`src/pkg/tcs_cfg.svh`:
```
`ifndef TCS_CFG_SVH
`define TCS_CFG_SVH
// Function
// - select code 0x1 ticks the counter on every system clock
// - select codes 2 to 5 pick prescaler taps of 8, 64, 256, 1024
// - prescaler runs freely, so first prescaled tick comes 1 to N+1 clocks later
// - prescaler reset restarts the division for every timer sharing it
// - external input sampled each clock through latch and flop before edge detection
// - one tick per rising edge at code 0x7, per falling edge at 0x6
// - external edge reaches counter 2.5 to 3.5 clocks after it arrives; this model, with the latch as a flop, takes 2 to 3 clocks
// - external ticks never pass through the prescaler
// - 16-bit up/down counter with count, direction, clear, ceiling and floor
// - high location is the holding byte; low read loads it, low write uses it
// - select code 0x0 stops counting but count stays readable and writable
// - processor write beats clear or count in the same cycle
// - counter clears, counts up or down per waveform mode on each tick
// - overflow flag set at the mode-defined point and drives an interrupt
// - one holding byte is shared by every 16-bit timer register

// register addresses
`define TCS_ADDR_CTRL_A 3'h0
`define TCS_ADDR_CTRL_B 3'h1
`define TCS_ADDR_CNT_LO 3'h2
`define TCS_ADDR_CNT_HI 3'h3
`define TCS_ADDR_FLAGS 3'h4
`define TCS_ADDR_PRESC 3'h5
`define TCS_ADDR_CEIL_LO 3'h6
`define TCS_ADDR_CEIL_HI 3'h7
// field positions
`define TCS_CS_LSB 0
`define TCS_WGM_HI_LSB 3
`define TCS_WGM_LO_LSB 0
`define TCS_OVF_BIT 0
`define TCS_PRST_BIT 0
// reset values
`define TCS_RST_CS 3'h0
`define TCS_RST_WGM 4'h0
`define TCS_RST_CEIL 16'hffff
// prescaler taps, as the last counter value of each period
`define TCS_DIV8_LAST 10'h007
`define TCS_DIV64_LAST 10'h03f
`define TCS_DIV256_LAST 10'h0ff
`define TCS_DIV1024_LAST 10'h3ff
`endif

```
`src/pkg/tcs_pkg.sv`:
```
package tcs_pkg;
	typedef enum logic [2:0] {
		TCS_SRC_OFF = 3'h0,
		TCS_SRC_CLK = 3'h1,
		TCS_SRC_D8 = 3'h2,
		TCS_SRC_D64 = 3'h3,
		TCS_SRC_D256 = 3'h4,
		TCS_SRC_D1024 = 3'h5,
		TCS_SRC_FALL = 3'h6,
		TCS_SRC_RISE = 3'h7
	} tcs_src_t;
	typedef enum logic [1:0] {
		TCS_DIR_UP,
		TCS_DIR_DOWN
	} tcs_dir_t;
endpackage

```
`src/rtl/tcs_prescaler.sv`:
```
`timescale 1ns/100ps
`include "tcs_cfg.svh"
module tcs_prescaler import tcs_pkg::*; #(
	parameter int WIDTH = 10
) (
	// clock and reset
	input wire logic clk,
	input wire logic rst_b,
	// shared restart
	input wire logic presc_clear,
	// taps, one-cycle pulses
	output logic tap8,
	output logic tap64,
	output logic tap256,
	output logic tap1024
);
	logic [WIDTH-1:0] div_reg;

	// free running, select has no influence
	always_ff @(posedge clk) begin
		if (!rst_b || presc_clear) begin
			div_reg <= '0;
		end else begin
			div_reg <= div_reg + 1'b1;
		end
	end

	always_comb begin
		tap8 = (div_reg[2:0] == 3'(`TCS_DIV8_LAST));
		tap64 = (div_reg[5:0] == 6'(`TCS_DIV64_LAST));
		tap256 = (div_reg[7:0] == 8'(`TCS_DIV256_LAST));
		tap1024 = (div_reg == WIDTH'(`TCS_DIV1024_LAST));
	end
endmodule

```
`src/rtl/tcs_ext_sync.sv`:
```
`timescale 1ns/100ps
`include "tcs_cfg.svh"
module tcs_ext_sync import tcs_pkg::*; (
	// clock and reset
	input wire logic clk,
	input wire logic rst_b,
	// pin
	input wire logic ext_count_input,
	// edge pulses
	output logic rise_pulse,
	output logic fall_pulse
);
	logic samp_reg;
	logic sync_reg;
	logic prev_reg;

	// the latch half stage is modelled as a plain flop; the extra half cycle of
	// the original latch is lost, so total delay sits at the lower end
	always_ff @(posedge clk) begin
		if (!rst_b) begin
			samp_reg <= 1'b0;
			sync_reg <= 1'b0;
		end else begin
			samp_reg <= ext_count_input;
			sync_reg <= samp_reg;
		end
	end

	always_ff @(posedge clk) begin
		if (!rst_b) begin
			prev_reg <= 1'b0;
		end else begin
			prev_reg <= sync_reg;
		end
	end

	// edge detect stays combinational: a registered stage would push pin-to-count to four clocks
	always_comb begin
		rise_pulse = sync_reg && !prev_reg;
		fall_pulse = !sync_reg && prev_reg;
	end
endmodule

```
`src/rtl/tcs_timer.sv`:
```
// Chosen here: the address map and the plain strobed port.
`timescale 1ns/100ps
`include "tcs_cfg.svh"
module tcs_timer import tcs_pkg::*; #(
	parameter int CNT_W = 16
) (
	// clock and reset
	input wire logic clk,
	input wire logic rst_b,
	// register port
	input wire logic [2:0] reg_addr,
	input wire logic [7:0] reg_wdata,
	input wire logic reg_wr,
	input wire logic reg_rd,
	output logic [7:0] reg_rdata,
	// external count pin
	input wire logic ext_count_input,
	// status toward compare and interrupt logic
	output logic [CNT_W-1:0] count_value,
	output logic timer_tick,
	output logic count_ceiling,
	output logic count_floor,
	output logic overflow_flag,
	output logic overflow_irq
);
	logic [7:0] timer_control_a;
	logic [7:0] timer_control_b;
	logic [7:0] hold_reg;
	logic [CNT_W-1:0] cnt_reg;
	logic [CNT_W-1:0] cnt_next;
	logic [CNT_W-1:0] ceil_reg;
	logic ovf_reg;
	logic ovf_set;
	tcs_dir_t dir_reg;
	logic [3:0] waveform_mode_field;
	tcs_src_t tick_source_select;
	logic presc_clear;
	logic tap8, tap64, tap256, tap1024;
	logic rise_pulse, fall_pulse;
	logic wr_cnt;

	function automatic logic hit(input logic [2:0] a);
		return reg_wr && (reg_addr == a);
	endfunction

	assign tick_source_select = tcs_src_t'(timer_control_b[`TCS_CS_LSB +: 3]);
	assign waveform_mode_field = {timer_control_b[`TCS_WGM_HI_LSB +: 2],
		timer_control_a[`TCS_WGM_LO_LSB +: 2]};
	assign presc_clear = hit(`TCS_ADDR_PRESC) && reg_wdata[`TCS_PRST_BIT];
	assign wr_cnt = hit(`TCS_ADDR_CNT_LO);

	tcs_prescaler #(.WIDTH(10)) u_presc (
		.clk(clk),
		.rst_b(rst_b),
		.presc_clear(presc_clear),
		.tap8(tap8),
		.tap64(tap64),
		.tap256(tap256),
		.tap1024(tap1024)
	);

	tcs_ext_sync u_sync (
		.clk(clk),
		.rst_b(rst_b),
		.ext_count_input(ext_count_input),
		.rise_pulse(rise_pulse),
		.fall_pulse(fall_pulse)
	);

	// tick source mux; external edges bypass the prescaler
	always_comb begin
		case (tick_source_select)
			TCS_SRC_OFF: timer_tick = 1'b0;
			TCS_SRC_CLK: timer_tick = 1'b1;
			TCS_SRC_D8: timer_tick = tap8;
			TCS_SRC_D64: timer_tick = tap64;
			TCS_SRC_D256: timer_tick = tap256;
			TCS_SRC_D1024: timer_tick = tap1024;
			TCS_SRC_FALL: timer_tick = fall_pulse;
			TCS_SRC_RISE: timer_tick = rise_pulse;
			default: timer_tick = 1'b0;
		endcase
	end

	// control registers
	always_ff @(posedge clk) begin
		if (!rst_b) begin
			timer_control_a <= 8'h00;
			timer_control_b <= 8'h00;
			ceil_reg <= `TCS_RST_CEIL;
		end else begin
			if (hit(`TCS_ADDR_CTRL_A)) begin
				timer_control_a <= reg_wdata;
			end
			if (hit(`TCS_ADDR_CTRL_B)) begin
				timer_control_b <= reg_wdata;
			end
			if (hit(`TCS_ADDR_CEIL_LO)) begin
				ceil_reg <= {hold_reg, reg_wdata};
			end
		end
	end

	// one holding byte shared by counter and ceiling
	always_ff @(posedge clk) begin
		if (!rst_b) begin
			hold_reg <= 8'h00;
		end else if (hit(`TCS_ADDR_CNT_HI) || hit(`TCS_ADDR_CEIL_HI)) begin
			hold_reg <= reg_wdata;
		end else if (reg_rd && reg_addr == `TCS_ADDR_CNT_LO) begin
			hold_reg <= cnt_reg[15:8];
		end else if (reg_rd && reg_addr == `TCS_ADDR_CEIL_LO) begin
			hold_reg <= ceil_reg[15:8];
		end
	end

	// ceiling and floor, as seen by the compare and waveform logic
	assign count_ceiling = (cnt_reg == ceil_reg);
	assign count_floor = (cnt_reg == '0);

	// modes: 0 up then wrap, 4 and 12 up then clear at ceiling, else up/down at ceiling
	always_comb begin
		cnt_next = cnt_reg;
		ovf_set = 1'b0;
		if (timer_tick) begin
			case (waveform_mode_field)
				4'h0: begin
					cnt_next = cnt_reg + 1'b1;
					ovf_set = &cnt_reg;
				end
				4'h4, 4'hc: begin
					cnt_next = count_ceiling ? '0 : cnt_reg + 1'b1;
					ovf_set = &cnt_reg;
				end
				default: begin
					if (dir_reg == TCS_DIR_UP) begin
						cnt_next = count_ceiling ? cnt_reg - 1'b1 : cnt_reg + 1'b1;
					end else begin
						cnt_next = count_floor ? cnt_reg + 1'b1 : cnt_reg - 1'b1;
						ovf_set = count_floor;
					end
				end
			endcase
		end
	end

	// processor write wins over any count this cycle
	always_ff @(posedge clk) begin
		if (!rst_b) begin
			cnt_reg <= '0;
		end else if (wr_cnt) begin
			cnt_reg <= {hold_reg, reg_wdata};
		end else begin
			cnt_reg <= cnt_next;
		end
	end

	always_ff @(posedge clk) begin
		if (!rst_b) begin
			dir_reg <= TCS_DIR_UP;
		end else if (timer_tick && !wr_cnt) begin
			if (count_ceiling) begin
				dir_reg <= TCS_DIR_DOWN;
			end else if (count_floor) begin
				dir_reg <= TCS_DIR_UP;
			end
		end
	end

	// set beats a same-cycle write-one clear
	always_ff @(posedge clk) begin
		if (!rst_b) begin
			ovf_reg <= 1'b0;
		end else if (ovf_set && !wr_cnt) begin
			ovf_reg <= 1'b1;
		end else if (hit(`TCS_ADDR_FLAGS) && reg_wdata[`TCS_OVF_BIT]) begin
			ovf_reg <= 1'b0;
		end
	end

	// high location read returns the holding byte
	always_ff @(posedge clk) begin
		if (!rst_b) begin
			reg_rdata <= 8'h00;
		end else if (reg_rd) begin
			case (reg_addr)
				`TCS_ADDR_CTRL_A: reg_rdata <= timer_control_a;
				`TCS_ADDR_CTRL_B: reg_rdata <= timer_control_b;
				`TCS_ADDR_CNT_LO: reg_rdata <= cnt_reg[7:0];
				`TCS_ADDR_CNT_HI: reg_rdata <= hold_reg;
				`TCS_ADDR_FLAGS: reg_rdata <= {7'h00, ovf_reg};
				`TCS_ADDR_CEIL_LO: reg_rdata <= ceil_reg[7:0];
				`TCS_ADDR_CEIL_HI: reg_rdata <= hold_reg;
				default: reg_rdata <= 8'h00;
			endcase
		end else begin
			reg_rdata <= 8'h00;
		end
	end

	assign count_value = cnt_reg;
	assign overflow_flag = ovf_reg;
	assign overflow_irq = ovf_reg;
endmodule

```
`config.mk`:
```
export PLATFORM = sky130hd
export DESIGN_NAME = tcs_timer
export DESIGN_NICKNAME = d
export VERILOG_FILES = /design/src/pkg/tcs_pkg.sv /design/src/rtl/tcs_prescaler.sv /design/src/rtl/tcs_ext_sync.sv /design/src/rtl/tcs_timer.sv
export VERILOG_INCLUDE_DIRS = /design/src /design/src/pkg
export SDC_FILE = /design/constraint.sdc
export NUM_CORES = 1
export LEC_CHECK = 0
export BUFFER_PORTS_ARGS = -buffer_cell sky130_fd_sc_hd__buf_2
export CORE_AREA = 2 2 89 91
export CTS_BUF_LIST = sky130_fd_sc_hd__clkbuf_2
export CTS_CLUSTER_DIAMETER = 120
export DETAILED_ROUTE_END_ITERATION = 7
export DIE_AREA = 0 0 91 93
export PLACE_DENSITY = 0.92
export SLEW_MARGIN = 30
export SYNTH_ARGS = -nofsm -noshare
export SYNTH_HDL_FRONTEND = slang
export SYNTH_SLANG_ARGS = --single-unit
```
`constraint.sdc`:
```
create_clock -name clk -period 6.45 [get_ports clk]
set_input_delay 1.29 -clock clk [delete_from_list [all_inputs] [get_ports clk]]
set_output_delay 1.29 -clock clk [all_outputs]
set_load 0.1 [all_outputs]
```
==> run metrics, run 1 <==
buffers added on ports 44; synth warn 0; Arrival @ worst endpoint 3.03 ns; clock skew 0.03393 ns; Post-DP Area 4747 um^2; DR vias/cell 6.678; GR peak layer met2; ANT nets after route 0; post-synthesis mux area share 5.113%; vias in the first global route 4385; DIE WIDTH 91 um; critical path class reg -> out; simple-gate share of the synthesized area 27.93%; Max Cap Viol 0; share of layout cells above drive strength 1 16.27%; adder-cell share of the synthesized area 1.076%; Initial Util 61.77%; initial antenna violation count 0; htree depth 3; Tmin final 4.324 ns; Pins Over Slew Limit 0; Hold Crit Depth 1; Nets 605; Layout area overhead 4.736%; Setup-failing EPs final 0; R2R Path End count_value[3]$_SDFFE_PN0P_; predominant post-synthesis flop cell dfxtp_1; Yosys top cell area share 34.02%; startpoint types register; power per cell area 207.6 nW/um^2; Lkg Pwr 0.001874 uW; Post-Layout Inst Area 4870 um^2; Flop pwr share 52.6%; CP max FO 17; Final period util 67.04%; r2r startpoint count_value[0]$_SDFFE_PN0P_; final core occ 64.69%; residual DRC count 0; Placement Setup Slack 2.792 ns; setup_tns 0 ns; CTS resizes 0; Rows 32; GR Overflow Total 0; first-pass GRT wire length 21870 um; largest net degree at the start of global routing 40; maximum root-to-sink buffer count 2; Hold WC Path Type reg -> reg; antenna cells 0; global placement routability congestion 1.038; wire per inst 19.65 um; worst-margin pin slew 0.9853 ns; CTS Sinks 79; GRT Overall Usage 32.24%; FF-to-FF path depth 9; Switching Fraction 35.30%; FF-to-FF setup slack 3.25 ns; RSZ-0062 raised after global routing false; Clk pwr share 27.5%; outcome finished, final reports clean; Core Box Area 7527 um^2; Post-Syn Instances 576; dpl cells 676; CTS tree yes; worst skew pair latency 0.53 ns; P_sw 356.8 uW; top cells by instance count after synthesis dfxtp_1, nand2_1, nor2_1; syn_nets 596; 1st-iter DRT viols 494; die height 93 um; Routed WL 13600 um; most numerous cell in the Yosys netlist dfxtp_1; Post-Synth XOR/XNOR Area 4.521%; hold_buf cts 0; Pint 654.0 uW; total I/O pin count 45; register area share after synthesis 34.02%; CTS root buf clkbuf_2; Vias 4621; Setup WS post-layout 2.126 ns; Max VDD drop 0.0001412 V; Final Non-Filler Cells 692; TritonCTS Buffers 9; synth unique cells 77; Post-Syn Area per Cell 8.072 um^2; Async SR Flop Fraction 0%; cell taking the most area after synthesis dfxtp_1; GRT met3 Usage 6.044%; number of synthesized flops with an enable pin 0; met1 usage 40.74%; #FFs+latches synth 79; main combinational cell family by area after synthesis simple AND/OR/NAND/NOR gates; Hold Violations, Final 0; max frequency 0.2313 GHz; Rel. slew slack 34.18%; Worst Setup End Kind output pin; DR pass1 iterations 6; Hold Startpoint u_sync.samp_reg$_SDFF_PN0_; synthesized cell area 4649 um^2; share of total power in combinational logic 19.9%; Post-CTS Setup Bufs 0; top cells by area, synth dfxtp_1, nand2_1, nor2_1; total die area 8463 um^2; grt met2 use 51.48%; Post-DP HPWL 9422 um; Reg clk slew, reported paths 0.24 ns; Hold EP u_sync.sync_reg$_SDFF_PN0_; compound-cell area share of the yosys netlist 20.83%; Worst Path Required 5.16 ns
==> how the worst max path moves through the flow <==
stage / to / start / slack [ns]
finish: timer_tick / u_presc.div_reg[0]$_SDFF_PP0_ / 2.13
global route: timer_tick / u_presc.div_reg[0]$_SDFF_PP0_ / 1.94
CTS: timer_tick / u_presc.div_reg[0]$_SDFF_PP0_ / 2.15
detailed placement: timer_tick / u_presc.div_reg[0]$_SDFF_PP0_ / 2.79
global placement: timer_tick / u_presc.div_reg[0]$_SDFF_PP0_ / 2.89
floorplan: count_ceiling / count_value[11]$_SDFFE_PN0P_ / 2.32
==> area by class of cell <==
cell class,instances,area (um^2)
multi-input combinational,439,2770
fill,653,2658
sequential,79,1582
timing repair buffer,46,235.2
tap,102,127.6
clock inverter,6,67.56
clock buffer,10,50.05
inverter,10,37.54
==> cells by family (layout without fill, tap and decap cells) <==
| logic type | count (synthesis) | count (layout) |
|---|---|---|
| AOI/OAI and AO/OA | 130 | 130 |
| xor gates and xnor gates | 24 | 24 |
| adders and majority gates | 4 | 4 |
| buffers and inverters | 58 | 72 |
| DFF | 79 | 79 |
| muxes | 22 | 22 |
| and+or+nand+nor | 259 | 259 |
==> power groups by stage <==
stage          registers (uW)  clock network, uW  logic [uW]
5_1_grt                   535                297         213
3_5_place_dp              540                  0         195
2_1_floorplan             564                  0         127
4_1_cts                   531                280         196
3_3_place_gp              539                  0         190
6_report                  532                278         201
==> metal layers <==
layer	vias up	wire [um]	share of wire (%)
met2	302	6316	46
met5	-	0	0
met3	58	1523	11
li1	2114	-	-
met1	2147	5024	37
met4	0	731	5.4
==> worst max-delay path, cell delays in order, from the launching register on <==
cell	delay, ns
dfxtp_1	0.46
ha_1	0.28
ha_1	0.18
a211oi_1	0.07
a41oi_1	0.16
o21ai_0	0.10
or2_2	0.43
inv_2	0.32
buf_2	0.49
==> cell usage in the layout (no fill, tap or decap), types with 4 or more instances in the layout <==
cell type and count:
mux2_2 4, clkbuf_2 10, nor3_1 16, nor4_1 6
o211ai_1 5, nand2_1 73, a21oi_1 32, a221oi_1 15
nand4_1 14, xor2_1 6, a31oi_1 4, buf_2 44
and3_1 10, mux2i_1 17, a211oi_1 12, nand3_1 39
nor2_1 60, xnor2_1 18, o21ai_0 19, and2_1 4
nand3b_1 4, nor3_2 4, dfxtp_1 79, inv_1 9
ha_1 4, nor3b_1 6
==> stage by stage <==
stage | total power [uW] | hold WS (ns)
2_1_floorplan | 690.8 | 0.4119
3_5_place_dp | 735.6 | 0.4364
3_3_place_gp | 729.9 | 0.4237
6_report | 1011 | 0.4692
4_1_cts | 1007 | 0.4739
5_1_grt | 1044 | 0.4836
Note: power is estimated with default switching activity, not from simulation.
==> run 2, diff against run 1 <==
- CORE_AREA: 2 2 89 91 -> 2 2 95 97
- DIE_AREA: 0 0 91 93 -> 0 0 97 99
- PLACE_DENSITY: 0.92 -> 0.86
- clock period: 6.45 -> 3.9 ns (I/O delays scaled with it)
==> run 2 against run 1 <==
Routed wire length grew 2.7%; register-to-register slack lost 2.5 ns; cell area grew 2.9%; non-clock buffer count grew 14; combinational power grew 72%; sequential share of layout area shrank 0.91 points; setup slack lost 2.0 ns; power grew 75%; count of clock-buffer cells in the layout shrank 1.
==> run metrics, run 2 (synthesis results as in run 1) <==
vias in the first global route 4440; CP max FO 17; CTS resizes 0; Top Metal Used met4; power per cell area 352.8 nW/um^2; Rel. slew slack 40.97%; Lkg Pwr 0.001965 uW; buffers added on ports 44; clock skew 0.01781 ns; maximum root-to-sink buffer count 2; Initial Util 54.38%; GR Overflow Total 0; crit-path cells ha_1, ha_1, a211oi_1, a41oi_1, o21ai_0, or2_2, inv_2, buf_4; hold_buf cts 0; worst-margin pin slew 0.8806 ns; Arrival @ worst endpoint 2.95 ns; total die area 9603 um^2; met1 wire length 5589 um; Rows 34; Worst Path Required 3.12 ns; Core Box Area 8551 um^2; Tmin final 3.734 ns; worst skew pair latency 0.56 ns; htree depth 3; residual DRC count 0; max frequency 0.2678 GHz; Min Hold Slack 0.4260 ns; GRT Overall Usage 28.84%; Buf+Inv Stages, Crit Path 2; Reg clk slew, reported paths 0.25 ns; Hold Violations, Final 0; DR pass1 iterations 5; Hold WC Path Type in -> reg; antenna cells 0; Final period util 95.74%; TritonCTS Buffers 9; Nets 619; share of layout cells above drive strength 1 18.21%; Max stage delay on crit path 0.46 ns; DR vias/cell 6.546; 1st-iter DRT viols 515; initial antenna violation count 0; wire per inst 19.60 um; setup_tns 0 ns; met2 WL 6238 um; most common cell after layout, fill and taps aside dfxtp_1; startpoint types register; RSZ-0062 raised after global routing false; delay-heaviest family, CP buffers and inverters; die height 99 um; largest net degree at the start of global routing 39; Worst Setup End Kind output pin; Pins Over Slew Limit 0; Max Cap Viol 0; global placement routability congestion 0.9979; commonest non-fill, non-tap cells in the layout dfxtp_1, nand2_1, nor2_1; DIE WIDTH 97 um; CTS Sinks 79; CTS tree yes; Vias 4661; ANT nets after route 0; Post-DP HPWL 9810 um; Post-Layout Inst Area 5010 um^2; outcome finished, final reports clean; Post-CTS Setup Bufs 0; first-pass GRT wire length 22240 um; Setup-failing EPs final 0; Routed WL 13960 um; DR WL met3 1548 um; CTS root buf clkbuf_2; Post-DP Area 4860 um^2; Max VDD drop 0.0002130 V; CP most frequent cell ha_1; total I/O pin count 45; CP max-delay cell dfxtp_1; critical path class reg -> out; Layout area overhead 7.750%
[run 2: cell types whose count changed in the layout (fill, tap and decap cells not counted)]
cell / previous run / this run
buf_2: 44 / 43
buf_4: 2 / 17
bufinv_16: 1 / 2
clkbuf_2: 10 / 9
clkinv_4: 0 / 1
clkinvlp_4: 2 / 0
inv_1: 9 / 8
inv_2: 1 / 2
inv_8: 0 / 1
nor3_1: 16 / 17
nor3_2: 4 / 3
[run 2: final cells by class]
cell class / instances / area [um^2]
Tap cell: 108 / 135.1
Clock buffer: 9 / 45.04
Sequential cell: 79 / 1582
Multi-Input combinational cell: 439 / 2765
Timing Repair Buffer: 60 / 342.8
Inverter: 10 / 37.54
Clock inverter: 7 / 102.6
Fill cell: 789 / 3541
[run 2: report_power, final]
| group | switching [uW] | internal, uW |
|---|---|---|
| combinational | 249 | 96.2 |
| clock | 329 | 222 |
| sequential | 35.5 | 836 |
[run 2: path summary, 6_finish.rpt]
path	from	to	slack (ns)	cells past startpoint
hold reg to reg	u_sync.samp_reg$_SDFF_PN0_	u_sync.sync_reg$_SDFF_PN0_	0.47	1
setup reg to reg	count_value[0]$_SDFFE_PN0P_	count_value[3]$_SDFFE_PN0P_	0.80	9
hold / removal	ext_count_input	u_sync.samp_reg$_SDFF_PN0_	0.43	2
setup / recovery	u_presc.div_reg[0]$_SDFF_PP0_	timer_tick	0.17	8
[run 2: worst reg2reg max path, cell delays in order, from the launching register on]
cell      delay (ns)
dfxtp_1         0.64
inv_1           0.17
ha_1            0.27
nor3b_4         0.19
and3_1          0.21
a41o_1          0.19
o21ba_1         0.74
o22ai_2         0.20
a221oi_2        0.31
a211oi_1        0.11
[run 2: metal layers]
layer | track usage, % | vias up
met1 | 37.38 | 2172
li1 | - | 2140
met3 | 6.879 | 59
met2 | 45.51 | 290
met4 | 13.76 | 0
met5 | 0 | -
[run 2: through the flow]
stage / total power (uW) / util [%] / std cells / setup WS, ns
floorplan: 1142 / - / 576 / 0.06576
CTS: 1762 / 58.56 / 712 / 0.03165
global route: 1827 / 58.59 / 712 / 0.02325
detailed placement: 1223 / 56.83 / 696 / 0.7204
finish: 1768 / 58.59 / 712 / 0.1662
global placement: 1215 / 56.83 / 696 / 0.8045
